--- src/rtl/pafo_pkg.sv ---
/*
 * Shared constants and state type for the port alternate function override.
 * Assumes one 8-bit port A and one 8-bit port B sharing a single system clock.
 */
package pafo_pkg;

   localparam int PORT_W = 8;

   // Port B pin positions of each alternate function
   localparam int BIT_TMR_SHARED = 7;
   localparam int BIT_T1_CMP_B   = 6;
   localparam int BIT_T1_CMP_A   = 5;
   localparam int BIT_T0_CMP     = 4;
   localparam int BIT_SPI_MISO   = 3;
   localparam int BIT_SPI_MOSI   = 2;
   localparam int BIT_SPI_SCK    = 1;
   localparam int BIT_SPI_SEL    = 0;
   localparam int SPI_IN_W       = 4;

   // Reset values: drivers off, pull-ups off, outputs low
   localparam logic [PORT_W-1:0]   OE_B_RST = 8'hFF;
   localparam logic [PORT_W-1:0]   OUT_RST  = 8'h00;
   localparam logic [PORT_W-1:0]   PULL_RST = 8'h00;
   localparam logic [SPI_IN_W-1:0] SPI_RST  = 4'h0;

   // Input enable is never overridden by these functions
   localparam logic INPUT_EN_OVR_EN  = 1'b0;
   localparam logic INPUT_EN_OVR_VAL = 1'b0;

   typedef struct packed {
      logic [PORT_W-1:0]   pinAOut;
      logic [PORT_W-1:0]   pinAOeB;
      logic [PORT_W-1:0]   pinAPullup;
      logic [PORT_W-1:0]   pinBOut;
      logic [PORT_W-1:0]   pinBOeB;
      logic [PORT_W-1:0]   pinBPullup;
      logic [PORT_W-1:0]   altInA;
      logic [SPI_IN_W-1:0] altInB;
      logic [PORT_W-1:0]   syncA1;
      logic [PORT_W-1:0]   syncA2;
      logic [PORT_W-1:0]   syncB1;
      logic [PORT_W-1:0]   syncB2;
   } pafo_state_t;

endpackage

--- src/rtl/pafo_ovr_if.sv ---
/*
 * Override bundle between the override source and the per-pin resolver.
 * Assumes the source drives overrides and general I/O bits in the same cycle.
 */
`timescale 1ns/100ps
interface pafo_ovr_if #(parameter int W = 8);
   logic [W-1:0] pullupOverrideEn;
   logic [W-1:0] pullupOverrideVal;
   logic [W-1:0] directionOverrideEn;
   logic [W-1:0] directionOverrideVal;
   logic [W-1:0] outValueOverrideEn;
   logic [W-1:0] outValueOverrideVal;
   logic [W-1:0] dirBits;
   logic [W-1:0] latchBits;
   logic         globalPullupDisable;
   logic [W-1:0] pullupOn;
   logic [W-1:0] driverOn;
   logic [W-1:0] driveVal;

   modport src (
      output pullupOverrideEn, pullupOverrideVal, directionOverrideEn,
             directionOverrideVal, outValueOverrideEn, outValueOverrideVal,
             dirBits, latchBits, globalPullupDisable,
      input  pullupOn, driverOn, driveVal
   );
   modport res (
      input  pullupOverrideEn, pullupOverrideVal, directionOverrideEn,
             directionOverrideVal, outValueOverrideEn, outValueOverrideVal,
             dirBits, latchBits, globalPullupDisable,
      output pullupOn, driverOn, driveVal
   );
endinterface

--- src/rtl/pafo_pin_resolve.sv ---
/*
 * Per-pin resolution of pull-up, driver enable and driven value from overrides.
 * Purely combinational; the caller registers the results.
 */
`timescale 1ns/100ps
module pafo_pin_resolve #(
   parameter int W = 8
) (
   pafo_ovr_if.res ovr
);

   genvar i;
   generate
      for (i = 0; i < W; i++) begin : gBit
         // Normal pull-up only for an input pin with its latch set
         assign ovr.pullupOn[i] = ovr.pullupOverrideEn[i] ? ovr.pullupOverrideVal[i]
            : (~ovr.dirBits[i] & ovr.latchBits[i] & ~ovr.globalPullupDisable);
         assign ovr.driverOn[i] = ovr.directionOverrideEn[i] ? ovr.directionOverrideVal[i]
            : ovr.dirBits[i];
         assign ovr.driveVal[i] = ovr.outValueOverrideEn[i] ? ovr.outValueOverrideVal[i]
            : ovr.latchBits[i];
      end
   endgenerate

endmodule

--- src/rtl/pafo_port_alt_function_override.sv ---
/*
 * Port A / port B alternate function override with registered pad controls.
 * Assumes memory interface, timers and SPI share clk_sys; pads arrive unsynced.
 */
// Overview of operation
// - Port A pins become the external memory low address/data bus when enabled.
// - Port A pin n carries bus bit n, pin 7 most significant.
// - Port A pull-up, direction and value override enables equal memory enable.
// - Port A driver on during write or address phase, otherwise off.
// - Drive address bit in address phase, write data bit in write phase.
// - Port A pull-up value: no bus phase AND latch bit AND global term.
// - Input enable overrides are zero; pin input returned as memory read data.
// - Port B bit 7 carries timer 2 PWM waveform.
// - Port B bit 7 may carry timer 1 output C when direction is output.
// - Timer 1 output C unavailable in legacy compatibility mode.
// - Port B bits 6,5,4 carry timer 1 B, timer 1 A, timer 0 outputs.
// - Port B bits 3,2,1 carry SPI MISO, MOSI and SCK.
// - Port B bit 0 carries SPI slave select input.
// - Pull-up follows override value when enabled, else normal settings.
// - Driver follows direction override when enabled, else direction bit.
// - Driven value follows value override when enabled, else latch bit.
// - Alternate function input taken before the port synchronizer.
`timescale 1ns/100ps
module pafo_port_alt_function_override
   import pafo_pkg::*;
(
   input  wire logic                clk_sys,
   input  wire logic                rst_b,
   input  wire logic                extMemEnable,
   input  wire logic                addressPhaseActive,
   input  wire logic                writePhase,
   input  wire logic [PORT_W-1:0]   extAddrLow,
   input  wire logic [PORT_W-1:0]   extDataOut,
   input  wire logic                globalPullupDisable,
   input  wire logic [PORT_W-1:0]   portAOutLatch,
   input  wire logic [PORT_W-1:0]   portADirection,
   input  wire logic [PORT_W-1:0]   portAPinIn,
   input  wire logic [PORT_W-1:0]   portBOutLatch,
   input  wire logic [PORT_W-1:0]   portBDirection,
   input  wire logic [PORT_W-1:0]   portBPinIn,
   input  wire logic                legacyCompatMode,
   input  wire logic                timer2CompareEn,
   input  wire logic                timer2CompareOut,
   input  wire logic                timer1CompareEnC,
   input  wire logic                timer1CompareOutC,
   input  wire logic                timer1CompareEnB,
   input  wire logic                timer1CompareOutB,
   input  wire logic                timer1CompareEnA,
   input  wire logic                timer1CompareOutA,
   input  wire logic                timer0CompareEn,
   input  wire logic                timer0CompareOut,
   input  wire logic                spiEnable,
   input  wire logic                spiMaster,
   input  wire logic                spiSlaveOut,
   input  wire logic                spiMasterOut,
   input  wire logic                spiSckOut,
   output logic      [PORT_W-1:0]   portAPinOut,
   output logic      [PORT_W-1:0]   portAPinOe_b,
   output logic      [PORT_W-1:0]   portAPullup,
   output logic      [PORT_W-1:0]   portBPinOut,
   output logic      [PORT_W-1:0]   portBPinOe_b,
   output logic      [PORT_W-1:0]   portBPullup,
   output logic      [PORT_W-1:0]   altFunctionInput,
   output logic                     spiMisoIn,
   output logic                     spiMosiIn,
   output logic                     spiSckIn,
   output logic                     spiSlaveSelectIn,
   output logic      [PORT_W-1:0]   portAPinRead,
   output logic      [PORT_W-1:0]   portBPinRead
);

   pafo_state_t         st_r;
   pafo_state_t         st_nxt;
   logic                busDrive;
   logic                spiMasterMode;
   logic                spiSlaveMode;
   logic [SPI_IN_W-1:0] spiForcedIn;
   logic                sharedEn;
   logic                sharedVal;
   logic                timer1CLive;

   pafo_ovr_if #(.W(PORT_W)) ovrA ();
   pafo_ovr_if #(.W(PORT_W)) ovrB ();

   pafo_pin_resolve #(.W(PORT_W)) uResolveA (
      .ovr (ovrA)
   );
   pafo_pin_resolve #(.W(PORT_W)) uResolveB (
      .ovr (ovrB)
   );

   // Port A: memory bus owns all eight pins while enabled
   assign busDrive = writePhase | addressPhaseActive;
   assign ovrA.pullupOverrideEn    = {PORT_W{extMemEnable}};
   assign ovrA.directionOverrideEn = {PORT_W{extMemEnable}};
   assign ovrA.outValueOverrideEn  = {PORT_W{extMemEnable}};
   assign ovrA.pullupOverrideVal   = {PORT_W{~busDrive}} & portAOutLatch
                                     & {PORT_W{globalPullupDisable}};
   assign ovrA.directionOverrideVal = {PORT_W{busDrive}};
   // Bit n of both buses lands on pin n
   assign ovrA.outValueOverrideVal = (extAddrLow & {PORT_W{addressPhaseActive}})
                                     | (extDataOut & {PORT_W{writePhase}});
   assign ovrA.dirBits             = portADirection;
   assign ovrA.latchBits           = portAOutLatch;
   assign ovrA.globalPullupDisable = globalPullupDisable;

   // Port B: shared bit 7 through the combining modulator
   assign timer1CLive = timer1CompareEnC & ~legacyCompatMode;
   assign sharedEn    = timer2CompareEn | timer1CLive;
   always_comb begin
      if (timer2CompareEn && timer1CLive) begin
         // Latch bit picks OR or AND so either timer can gate the other
         sharedVal = portBOutLatch[BIT_TMR_SHARED] ? (timer2CompareOut | timer1CompareOutC)
                                                   : (timer2CompareOut & timer1CompareOutC);
      end else if (timer2CompareEn) begin
         sharedVal = timer2CompareOut;
      end else begin
         sharedVal = timer1CompareOutC;
      end
   end

   assign spiMasterMode = spiEnable & spiMaster;
   assign spiSlaveMode  = spiEnable & ~spiMaster;
   // Pins the SPI forces to input; their pull-up stays with the latch
   assign spiForcedIn = {spiMasterMode, spiSlaveMode, spiSlaveMode, spiSlaveMode};
   assign ovrB.pullupOverrideEn    = {4'h0, spiForcedIn};
   assign ovrB.pullupOverrideVal   = {4'h0, portBOutLatch[SPI_IN_W-1:0]
                                     & ~{SPI_IN_W{globalPullupDisable}}};
   assign ovrB.directionOverrideEn = {4'h0, spiForcedIn};
   assign ovrB.directionOverrideVal = 8'h00;
   // Direction of timer pins stays with software, so no direction override
   assign ovrB.outValueOverrideEn  = {sharedEn, timer1CompareEnB, timer1CompareEnA,
                                      timer0CompareEn, spiSlaveMode, spiMasterMode,
                                      spiMasterMode, 1'b0};
   assign ovrB.outValueOverrideVal = {sharedVal, timer1CompareOutB, timer1CompareOutA,
                                      timer0CompareOut, spiSlaveOut, spiMasterOut,
                                      spiSckOut, 1'b0};
   assign ovrB.dirBits             = portBDirection;
   assign ovrB.latchBits           = portBOutLatch;
   assign ovrB.globalPullupDisable = globalPullupDisable;

   always_comb begin
      st_nxt            = st_r;
      st_nxt.pinAOut    = ovrA.driveVal;
      st_nxt.pinAOeB    = ~ovrA.driverOn;
      st_nxt.pinAPullup = ovrA.pullupOn;
      st_nxt.pinBOut    = ovrB.driveVal;
      st_nxt.pinBOeB    = ~ovrB.driverOn;
      st_nxt.pinBPullup = ovrB.pullupOn;
      // One capture flop only; receivers resynchronise themselves
      st_nxt.altInA     = portAPinIn;
      st_nxt.altInB     = portBPinIn[SPI_IN_W-1:0];
      st_nxt.syncA1     = portAPinIn;
      st_nxt.syncA2     = st_r.syncA1;
      st_nxt.syncB1     = portBPinIn;
      st_nxt.syncB2     = st_r.syncB1;
   end

   always_ff @(posedge clk_sys) begin
      if (!rst_b) begin
         st_r <= '{pinAOut: OUT_RST, pinAOeB: OE_B_RST, pinAPullup: PULL_RST,
                   pinBOut: OUT_RST, pinBOeB: OE_B_RST, pinBPullup: PULL_RST,
                   altInA: OUT_RST, altInB: SPI_RST, syncA1: OUT_RST,
                   syncA2: OUT_RST, syncB1: OUT_RST, syncB2: OUT_RST};
      end else begin
         st_r <= st_nxt;
      end
   end

   assign portAPinOut      = st_r.pinAOut;
   assign portAPinOe_b     = st_r.pinAOeB;
   assign portAPullup      = st_r.pinAPullup;
   assign portBPinOut      = st_r.pinBOut;
   assign portBPinOe_b     = st_r.pinBOeB;
   assign portBPullup      = st_r.pinBPullup;
   assign altFunctionInput = st_r.altInA;
   assign spiMisoIn        = st_r.altInB[BIT_SPI_MISO];
   assign spiMosiIn        = st_r.altInB[BIT_SPI_MOSI];
   assign spiSckIn         = st_r.altInB[BIT_SPI_SCK];
   assign spiSlaveSelectIn = st_r.altInB[BIT_SPI_SEL];
   assign portAPinRead     = st_r.syncA2;
   assign portBPinRead     = st_r.syncB2;
endmodule

--- config.mk ---
export PLATFORM = sky130hd
export DESIGN_NAME = pafo_port_alt_function_override
export DESIGN_NICKNAME = d
export VERILOG_FILES = /design/src/rtl/pafo_pkg.sv /design/src/rtl/pafo_ovr_if.sv /design/src/rtl/pafo_pin_resolve.sv /design/src/rtl/pafo_port_alt_function_override.sv
export SDC_FILE = /design/constraint.sdc
export NUM_CORES = 1
export LEC_CHECK = 0
export BUFFER_PORTS_ARGS = -buffer_cell sky130_fd_sc_hd__buf_2
export CAP_MARGIN = 5
export CORE_MARGIN = 5
export CORE_UTILIZATION = 42
export CTS_CLUSTER_SIZE = 10
export DETAILED_ROUTE_END_ITERATION = 8
export PLACE_DENSITY_LB_ADDON = 0.1
export SLEW_MARGIN = 25
export SYNTH_ARGS = -nofsm -noshare
export SYNTH_HDL_FRONTEND = slang
export SYNTH_SLANG_ARGS = --single-unit
--- constraint.sdc ---
create_clock -name clk_sys -period 1.5 [get_ports clk_sys]
set_input_delay 0.225 -clock clk_sys [delete_from_list [all_inputs] [get_ports clk_sys]]
set_output_delay 0.225 -clock clk_sys [all_outputs]
set_load 0.01 [all_outputs]
# Word level (Yosys, flattened, before mapping)
# Cells that the tools add are included.
[totals] regBits=84 latchBits=0 ram_bits=0 romBits=0 input_bits=86 elab_cells=122 memories=0
[classes] add_sub_neg=0 multipliers=0 div_mod_pow=0 order_cmp=0 eq_ne=0 shifts=0 muxes=42 bitwise_logic=68 reduce_logical=1
[ops] operator="$mux 1" n=42
[ops] operator="$and 1x1->1" n=36
[ops] operator="$and 8x8->8" n=4
[ops] operator="$not 1->1" n=20
[ops] operator="$not 8->8" n=2
[ops] operator="$or 8x8->8" n=1
[ops] operator="$and 4x4->4" n=1
[ops] operator="$not 4->4" n=1
[ops] operator="$or 1x1->1" n=3
[ops] operator="$logic_and 1x1->1" n=1

# Logic depth before layout (Yosys ltp)
# Gate-level depths: netlist of run 1.
[depth] word_depth=5 ltp_mapped=5 mapped_depth_nobuf=3

# Modules after synthesis
# Synthesis of run 1 repeated with hierarchy kept, for this count alone.
[unflattened] hier_cells=310 hier_area_um2=3144.3
[modules_own_cells] mod="pafo_port_alt_function_override" n_inst=1 cells_per_inst=212 area_per_inst_um2=2421.1 seq_area_each_um2=1601.5
[modules_own_cells] mod="pafo_pin_resolve" n_inst=2 cells_per_inst=49 area_per_inst_um2=361.6 seq_area_each_um2=0.0

# Worst setup path after synthesis of run 1
# OpenSTA, ideal clock, no wires.
[synth_path] path_type="input to register" from="in writePhase" to="reg st_r (netlist bit portAPullup[0])" setup_ns=0.059 arrival_ns=1.133 required_time_ns=1.441 slack_ns=0.309 path_stages=4 n_path_buf=1 cell_sequence="buf_2 > or3b_4 > a21boi_4 > o211a_1"
[synth_via] elab_chain_len=5
[synth_lines] element="from (decl)" line="pafo_port_alt_function_override.sv:31" text="input wire logic writePhase,"
[synth_lines] element="$or 1x1->1" line="pafo_port_alt_function_override.sv:93" text="assign busDrive = writePhase | addressPhaseActive;"
[synth_lines] element="$not 1->1" line="pafo_port_alt_function_override.sv:97" text="assign ovrA.pullupOverrideVal = {PORT_W{~busDrive}} & portAOutLatch"
[synth_lines] element="$and 8x8->8" line="pafo_port_alt_function_override.sv:97"
[synth_lines] element="$and 8x8->8" line="pafo_port_alt_function_override.sv:98" text="& {PORT_W{globalPullupDisable}};"
[synth_lines] element="$mux 1" line="pafo_pin_resolve.sv:16" text="assign ovr.pullupOn[i] = ovr.pullupOverrideEn[i] ? ovr.pullupOverrideVal[i]"
[synth_lines] element="to (signal assigned)" line="pafo_port_alt_function_override.sv:161" text="st_r <= '{pinAOut: OUT_RST, pinAOeB: OE_B_RST, pinAPullup: PULL_RST,"
[synth_lines] element="to (signal assigned)" line="pafo_port_alt_function_override.sv:166" text="st_r <= st_nxt;"
[synth_lines] element="to (decl)" line="pafo_port_alt_function_override.sv:72" text="pafo_state_t st_r;"
# Every way passes these cells.
# A chain may end at the register's enable or synchronous reset.

# Worst setup path after layout of run 1
[layout_path] from="reg st_r (netlist bit portAPinOe_b[0])" to="out portAPinOe_b[0]"
[layout_rtl] element="to (decl)" line="pafo_port_alt_function_override.sv:58" text="output logic [PORT_W-1:0] portAPinOe_b,"
# No word-level cell between the ends.

==> results of run 1 <==
==> state kept, by name, summed over array words and instances, names as in the netlist <==
name,cells
st_nxt,13
spiMosiIn,1
portAPinOe_b,8
spiSlaveSelectIn,1
spiSckIn,1
portBPinRead,8
portBPinOut,8
portAPinOut,8
portBPinOe_b,8
portAPullup,8
portAPinRead,8
portBPullup,8
==> layer usage <==
| layer | part of all wire [%] | wire, um | GRT usage (%) |
|---|---|---|---|
| met2 | 47 | 3030 | 26.8 |
| met4 | 2.1 | 133 | 9.20 |
| met1 | 38 | 2420 | 18.6 |
| met5 | 0 | 0 | 0 |
| met3 | 12 | 795 | 6.59 |
==> report_power, final <==
part	internal [uW]	total (uW)	switching, uW
registers	2230	2260	26.4
logic	234	475	241
clock network	640	1360	723
==> synthesized netlist by cell type (all sizes together), types with 2 or more instances <==
cell type and instances:
dfxtp 80, and2 34, nand2 19, o211a 16, clkbuf 12, buf 10, o21ai 9, a22oi 8
nor2 8, nand3 6, nor2b 6, a21boi 4, mux2i 4, nor3b 4, a21oi 3, nand2b 3
or3b 2
==> layout make-up <==
type | instances | area (sq um) | area share (%)
well taps | 75 | 93.8 | 2.65
flip-flops and latches | 80 | 1600 | 45.3
clock buffers | 11 | 141 | 4.00
repair buffers | 164 | 828 | 23.4
inverters | 1 | 3.75 | 0.106
clock inverters | 5 | 32.5 | 0.919
multi-input cells | 129 | 837 | 23.7
==> how the worst min path moves through the flow <==
stage,end,from,slack (ps),depth (start not counted)
after floorplan,portBPinOe_b[4]$_SDFF_PN1_,portBDirection[4],290,1
after global placement,portBPinOe_b[7]$_SDFF_PN1_,portBDirection[7],410,2
after detailed placement,portBPinOe_b[7]$_SDFF_PN1_,portBDirection[7],410,2
after CTS,portBPullup[7]$_SDFF_PN0_,portBDirection[7],30,2
after global routing,portBPinOe_b[7]$_SDFF_PN1_,portBDirection[7],30,2
final,portBPullup[7]$_SDFF_PN0_,portBDirection[7],60,2
==> kinds of logic after synthesis <==
kind of cell,Yosys count
buffers and inverters,23
flip-flops,80
AO/OA/AOI/OAI,42
multiplexers,4
AND/OR/NAND/NOR,83
==> per-stage QoR <==
stage	area [sq um]	hold slack, ps	utilization [%]	instances
after floorplan	2560	287	-	232
after global placement	3360	406	56.8	449
after detailed placement	3360	407	56.8	449
after CTS	3540	33.4	59.8	465
after global routing	3540	33.1	59.8	465
final	3540	58.6	59.8	465
==> placed cells by master (no fill, tap or decap), types with 4 or more instances in the layout <==
cell type,count
clkbuf_8,10
o211a_1,16
nor3b_1,4
nand3_1,6
nor2b_1,6
dfxtp_1,80
buf_2,161
nor2_1,8
nand2_1,19
mux2i_1,4
and2_1,33
a22oi_1,8
o21ai_0,8
==> reports/qor.txt, run 1 <==
Reg2Reg Setup Slack -> 940 ps
Rows -> 28
Post-Synth XOR/XNOR Area -> 0%
Crit share post-route -> 67.9%
Final Slew Violations -> 0
TritonCTS clock tree -> built
Initial Util -> 43.3%
Startpoint Class -> register
RSZ-0062 raised after global routing -> no
Clk slew on worst S/H paths -> 80 ps
Mapped Cells -> 232
Final hold viol count -> 0
Worst slack, placed -> 161 ps
RR Endpoint -> portAPinRead[4]$_SDFF_PN0_
CTS Hold Bufs -> 0
Pre-Repair DR Iteration Count -> 5
CP arrival -> 790 ps
Largest net degree at the start of global routing -> 33
Syn Nets -> 318
Register area share after synthesis -> 62.5%
Most used DFF post-synth -> dfxtp_1
# setup viols final -> 0
Mapped Area -> 2560 sq um
Die X -> 88.1 um
Vias in the first global route -> 2117
Root Driver -> clkbuf_8
Synth area leaders -> dfxtp_1 (62%), and2_1 (8.1%), o211a_1 (6.2%)
Max_slew headroom -> 75.1%
Layout cells sized above 1 -> 46.7%
Average size of a mapped cell -> 11.1 sq um
Adder-Cell Fraction of Synth Area -> 0%
1st-iter DRT viols -> 58
Clock sink count -> 80
Area Growth Syn to Fin -> 38.0%
Layout net count -> 471
Post-layout min period -> 1020 ps
Antenna violations before repair -> 0
Total Wirelength -> 6370 um
Proportion of synthesized area in mux cells -> 1.56%
IR drop worst, VDD -> 0.628 mV
Worst setup path end -> portAPinOe_b[0]
Yosys top cell by area -> dfxtp_1
Critical path's largest stage delay -> 330 ps
TNS Setup -> 0 ps
Synth top area share -> 62.5%
Async S/R FF share, synth -> 0%
WS Path Type -> register to primary output
Core footprint -> 5920 sq um
Gr ovfl total -> 0
CTS H-tree lvls -> 3
Clock Tree Buf Depth -> 2
PwrDens -> 1160 nW/um^2
Max frequency -> 982 MHz
Ys Warns -> 0
Power consumption -> 4100 uW
Worst path top cell family by delay -> flip-flops
Num CTS Buffers -> 9
Worst reg2reg path depth -> 1
Routed WL per cell -> 13.7 um
Leakage -> 0.00190 uW
Worst-skew pair later-pin latency -> 330 ps
# fillers -> 538
Setup Buffers After CTS -> 0
Gpl congestion -> 0.759
Crit path cell chain -> buf_2
Resize count post-CTS -> 0
Post-synth EDFFs -> 0
Crit end category -> primary output
Outcome -> finished clean
Bufs and invs on worst path -> 1
Crit. Startpoint -> portAPinOe_b[0]$_SDFF_PN1_
Main combinational cell family by area after synthesis -> simple AND/OR/NAND/NOR gates
Library cells used by synthesis -> 27
Worst hold path class -> input port to register
Post-route ant nets -> 0
Die Ht -> 88.1 um
MaxCap Viol Count -> 0
Max FO, Critical Path -> 1
Dpl hpwl -> 4960 um
Antenna diode count -> 0
CP max stage cell -> dfxtp_1
Seq cells post-synth -> 80
# DRC -> 0
Port bufs -> 161
First-pass GRT wire length -> 9790 um
Via/cell ratio -> 4.67
Post-Synth Simple-Gate Area -> 17.9%
# IOs -> 162
Crit. path cell count -> 1
Synth Area in Compound Gates -> 13.2%
Worst Tran Pin Value -> 374 ps
Critical Path RT -> 1270 ps
Die Area -> 7770 sq um
Worst setup margin -> 481 ps
Total vias in the final route -> 2173
Reg2reg start -> st_nxt[20]$_SDFF_PN0_
Overall Global Routing Usage -> 16.5%
Max Clock Skew -> 3.89 ps
(Power assumes the default switching activity.)
==> run 2: changes to the inputs <==
--- a/config.mk
+++ b/config.mk
@@ -8,7 +8,7 @@
 export BUFFER_PORTS_ARGS = -buffer_cell sky130_fd_sc_hd__buf_2
 export CAP_MARGIN = 5
 export CORE_MARGIN = 5
-export CORE_UTILIZATION = 42
+export CORE_UTILIZATION = 38
 export CTS_CLUSTER_SIZE = 10
 export DETAILED_ROUTE_END_ITERATION = 8
 export PLACE_DENSITY_LB_ADDON = 0.1
==> constraint.sdc (replaced) <==
create_clock -name clk_sys -period 0.9 [get_ports clk_sys]
set_input_delay 0.135 -clock clk_sys [delete_from_list [all_inputs] [get_ports clk_sys]]
set_output_delay 0.135 -clock clk_sys [all_outputs]
set_load 0.01 [all_outputs]
==> run 2 against run 1 <==
  * The flow now finishes with violations (setup timing)
  * Worst setup slack lost 500 ps
  * Combinational power increased by 130%
  * Via count grew 4.6%
  * Critical path type unchanged
  * Clock skew up 3.7 ps
  * First-iteration DRC count shrank 29%
  * Design area increased by 22%
  * Largest cell class unchanged
  * Non-clock buffer count up 41
  * Global-route usage shrank 0.30 points
  * Sequential power up 69%
  * Clock power increased by 94%
  * Core utilization up 4.6 points
  * Worst hold slack got worse by 31 ps
==> reports/qor.txt, run 2 (synthesis results as in run 1) <==
Power consumption -> 7520 uW (was 4100 uW)
Critical Path RT -> 760 ps (was 1270 ps)
HP Start -> portBOutLatch[3] (was portBDirection[7])
Die X -> 92.1 um (was 88.1 um)
Max_slew headroom -> 78.4% (was 75.1%)
Final Slew Violations -> 0 (unchanged)
Rows -> 30 (was 28)
CP arrival -> 780 ps (was 790 ps)
1st-iter DRT viols -> 41 (was 58)
Pre-Repair DR Iteration Count -> 4 (was 5)
Worst path top cell family by delay -> flip-flops (unchanged)
Int Pwr -> 5690 uW (was 3110 uW)
Worst reg2reg path depth -> 1 (unchanged)
Most frequent cells in the layout -> buf_2 (116), buf_6 (45), dfxtp_2 (44), dfxtp_1 (36) (was buf_2 (161), dfxtp_1 (80), and2_1 (33), nand2_1 (19), o211a_1 (16))
# IOs -> 162 (unchanged)
Antenna diode count -> 0 (unchanged)
Flop pwr share -> 50.8% (was 55.2%)
Switch share -> 24.4% (was 24.2%)
Worst Tran Pin Value -> 323 ps (was 374 ps)
Via/cell ratio -> 4.45 (was 4.67)
Clk slew on worst S/H paths -> 80 ps (about the same)
Max FFs per register -> 13 (unchanged)
Antenna violations before repair -> 0 (unchanged)
Worst-skew pair later-pin latency -> 340 ps (was 330 ps)
TNS Setup -> -455 ps (was 0 ps)
Crit end category -> primary output (unchanged)
Most common cell after layout, fill and taps aside -> buf_2 (unchanged)
# setup viols final -> 59 (was 0)
Dpl hpwl -> 5100 um (was 4960 um)
Failing checks -> setup timing
Overall Global Routing Usage -> 16.2% (was 16.5%)
Outcome -> finished, violations left (was finished clean)
Die Ht -> 92.1 um (was 88.1 um)
Clock Tree Buf Depth -> 2 (unchanged)
Worst hold path class -> input port to register (unchanged)
RR Endpoint -> portBPinRead[1]$_SDFF_PN0_ (was portAPinRead[4]$_SDFF_PN0_)
Core footprint -> 6680 sq um (was 5920 sq um)
Bufs and invs on worst path -> 1 (unchanged)
Max Clock Skew -> 7.55 ps (was 3.89 ps)
Total Wirelength -> 6940 um (was 6370 um)
Clock sink count -> 80 (unchanged)
Largest net degree at the start of global routing -> 33 (unchanged)
Startpoint Class -> register (unchanged)
Logic gate share of total power -> 14.2% (was 11.6%)
Initial Util -> 38.4% (was 43.3%)
Layout cells sized above 1 -> 54.5% (was 46.7%)
Max frequency -> 1090 MHz
Routed WL per cell -> 13.6 um (was 13.7 um)
Worst setup margin -> -19.7 ps (was 481 ps)
Clock Power Share -> 35.1% (was 33.3%)
Post-layout min period -> 920 ps
TritonCTS clock tree -> built (unchanged)
RSZ-0062 raised after global routing -> yes (was no)
CTS H-tree lvls -> 3 (unchanged)
Leakage -> 0.00218 uW (was 0.00190 uW)
Critical path's largest stage delay -> 330 ps (about the same)
MaxCap Viol Count -> 0 (unchanged)
Gr ovfl total -> 0 (unchanged)
Total vias in the final route -> 2274 (was 2173)
Post-route ant nets -> 0 (unchanged)
Port bufs -> 161 (unchanged)
Crit share post-route -> 102%
Vias in the first global route -> 2355 (was 2117)
Reg2reg start -> spiSckIn$_SDFF_PN0_ (was st_nxt[20]$_SDFF_PN0_)
IR drop worst, VDD -> 0.793 mV (was 0.628 mV)
# fillers -> 547 (was 538)
Num CTS Buffers -> 9 (unchanged)
Hold endpoint -> portBPullup[3]$_SDFF_PN0_ (was portBPullup[7]$_SDFF_PN0_)
Gpl congestion -> 0.794 (was 0.759)
PwrDens -> 1750 nW/um^2 (was 1160 nW/um^2)
Hold_ws -> 27.9 ps (was 58.6 ps)
# DRC -> 0 (unchanged)
CP max stage cell -> dfxtp_2 (was dfxtp_1)
WHS Path Cells -> 3 (was 2)
WS Path Type -> register to primary output (unchanged)
Final hold viol count -> 0 (unchanged)
P_sw -> 1830 uW (was 990 uW)
Layout Utilization -> 64.4% (was 59.8%)
Crit path cell chain -> buf_6 (was buf_2)
First-pass GRT wire length -> 10900 um (was 9790 um)
Die Area -> 8490 sq um (was 7770 sq um)
Layout net count -> 512 (was 471)
Max FO, Critical Path -> 2 (was 1)
Reg2Reg Setup Slack -> 320 ps (was 940 ps)
Root Driver -> clkbuf_8 (unchanged)
Area Growth Syn to Fin -> 67.7% (was 38.0%)
run 2: cell types whose count changed in the layout (fill, tap and decap cells not counted), sizes merged:
| cell | delta |
|---|---|
| dlygate4sd3 | +33 |
| buf | +8 |
| clkinvlp | -3 |
| clkbuf | -2 |
| clkinv | +2 |
| inv | +2 |
| bufinv | +1 |
run 2: worst max path at each step:
stage / start / to / slack, ps / cells after the start
floorplan: writePhase / portAPullup[0]$_SDFF_PN0_ / -160 / 4
global placement: writePhase / portAPullup[2]$_SDFF_PN0_ / -240 / 4
detailed placement: writePhase / portAPullup[0]$_SDFF_PN0_ / -250 / 4
CTS: spiMosiIn$_SDFF_PN0_ / spiMosiIn / -60 / 1
global route: portAPullup[6]$_SDFF_PN0_ / portAPullup[6] / -70 / 1
finish: st_nxt[19]$_SDFF_PN0_ / altFunctionInput[3] / -20 / 1
run 2: layer usage:
layer	global-route usage [%]	vias up	wire, um
met5	0	-	0
met4	7.43	0	115
met3	7.05	11	652
met2	27.9	100	3600
met1	17.1	1010	2580
li1	-	1153	-
run 2: layout make-up:
cell class	instances	area (sq um)	area share, %
multi-input cells	129	837	19.5
inverters	1	3.75	0.0873
clock inverters	7	78.8	1.83
well taps	80	100	2.33
repair buffers	205	1500	34.9
clock buffers	9	124	2.88
flip-flops and latches	80	1660	38.5
run 2: power by group through the flow:
stage          logic, uW  clock network (uW)  registers [uW]
2_1_floorplan        310                   0            3940
3_3_place_gp         828                   0            3850
3_5_place_dp         839                   0            3850
4_1_cts             1010                2730            3790
5_1_grt             1160                2910            3840
6_report            1070                2640            3820
run 2: repair_timing:
item                                    CTS  global route
gates resized for setup                  41            48
cloned                                    0             0
buffers inserted                          0             0
hold buffers                             33             0
endpoints found under the setup margin   76            76
endpoints found under the hold margin    41             0
run 2: metrics by stage:
step,worst slack [ps],std cells,area (sq um)
floorplan,-159,232,2570
global placement,-238,462,3430
detailed placement,-246,462,3430
CTS,-61.1,511,4120
global route,-72.3,511,4300
finish,-19.7,511,4300
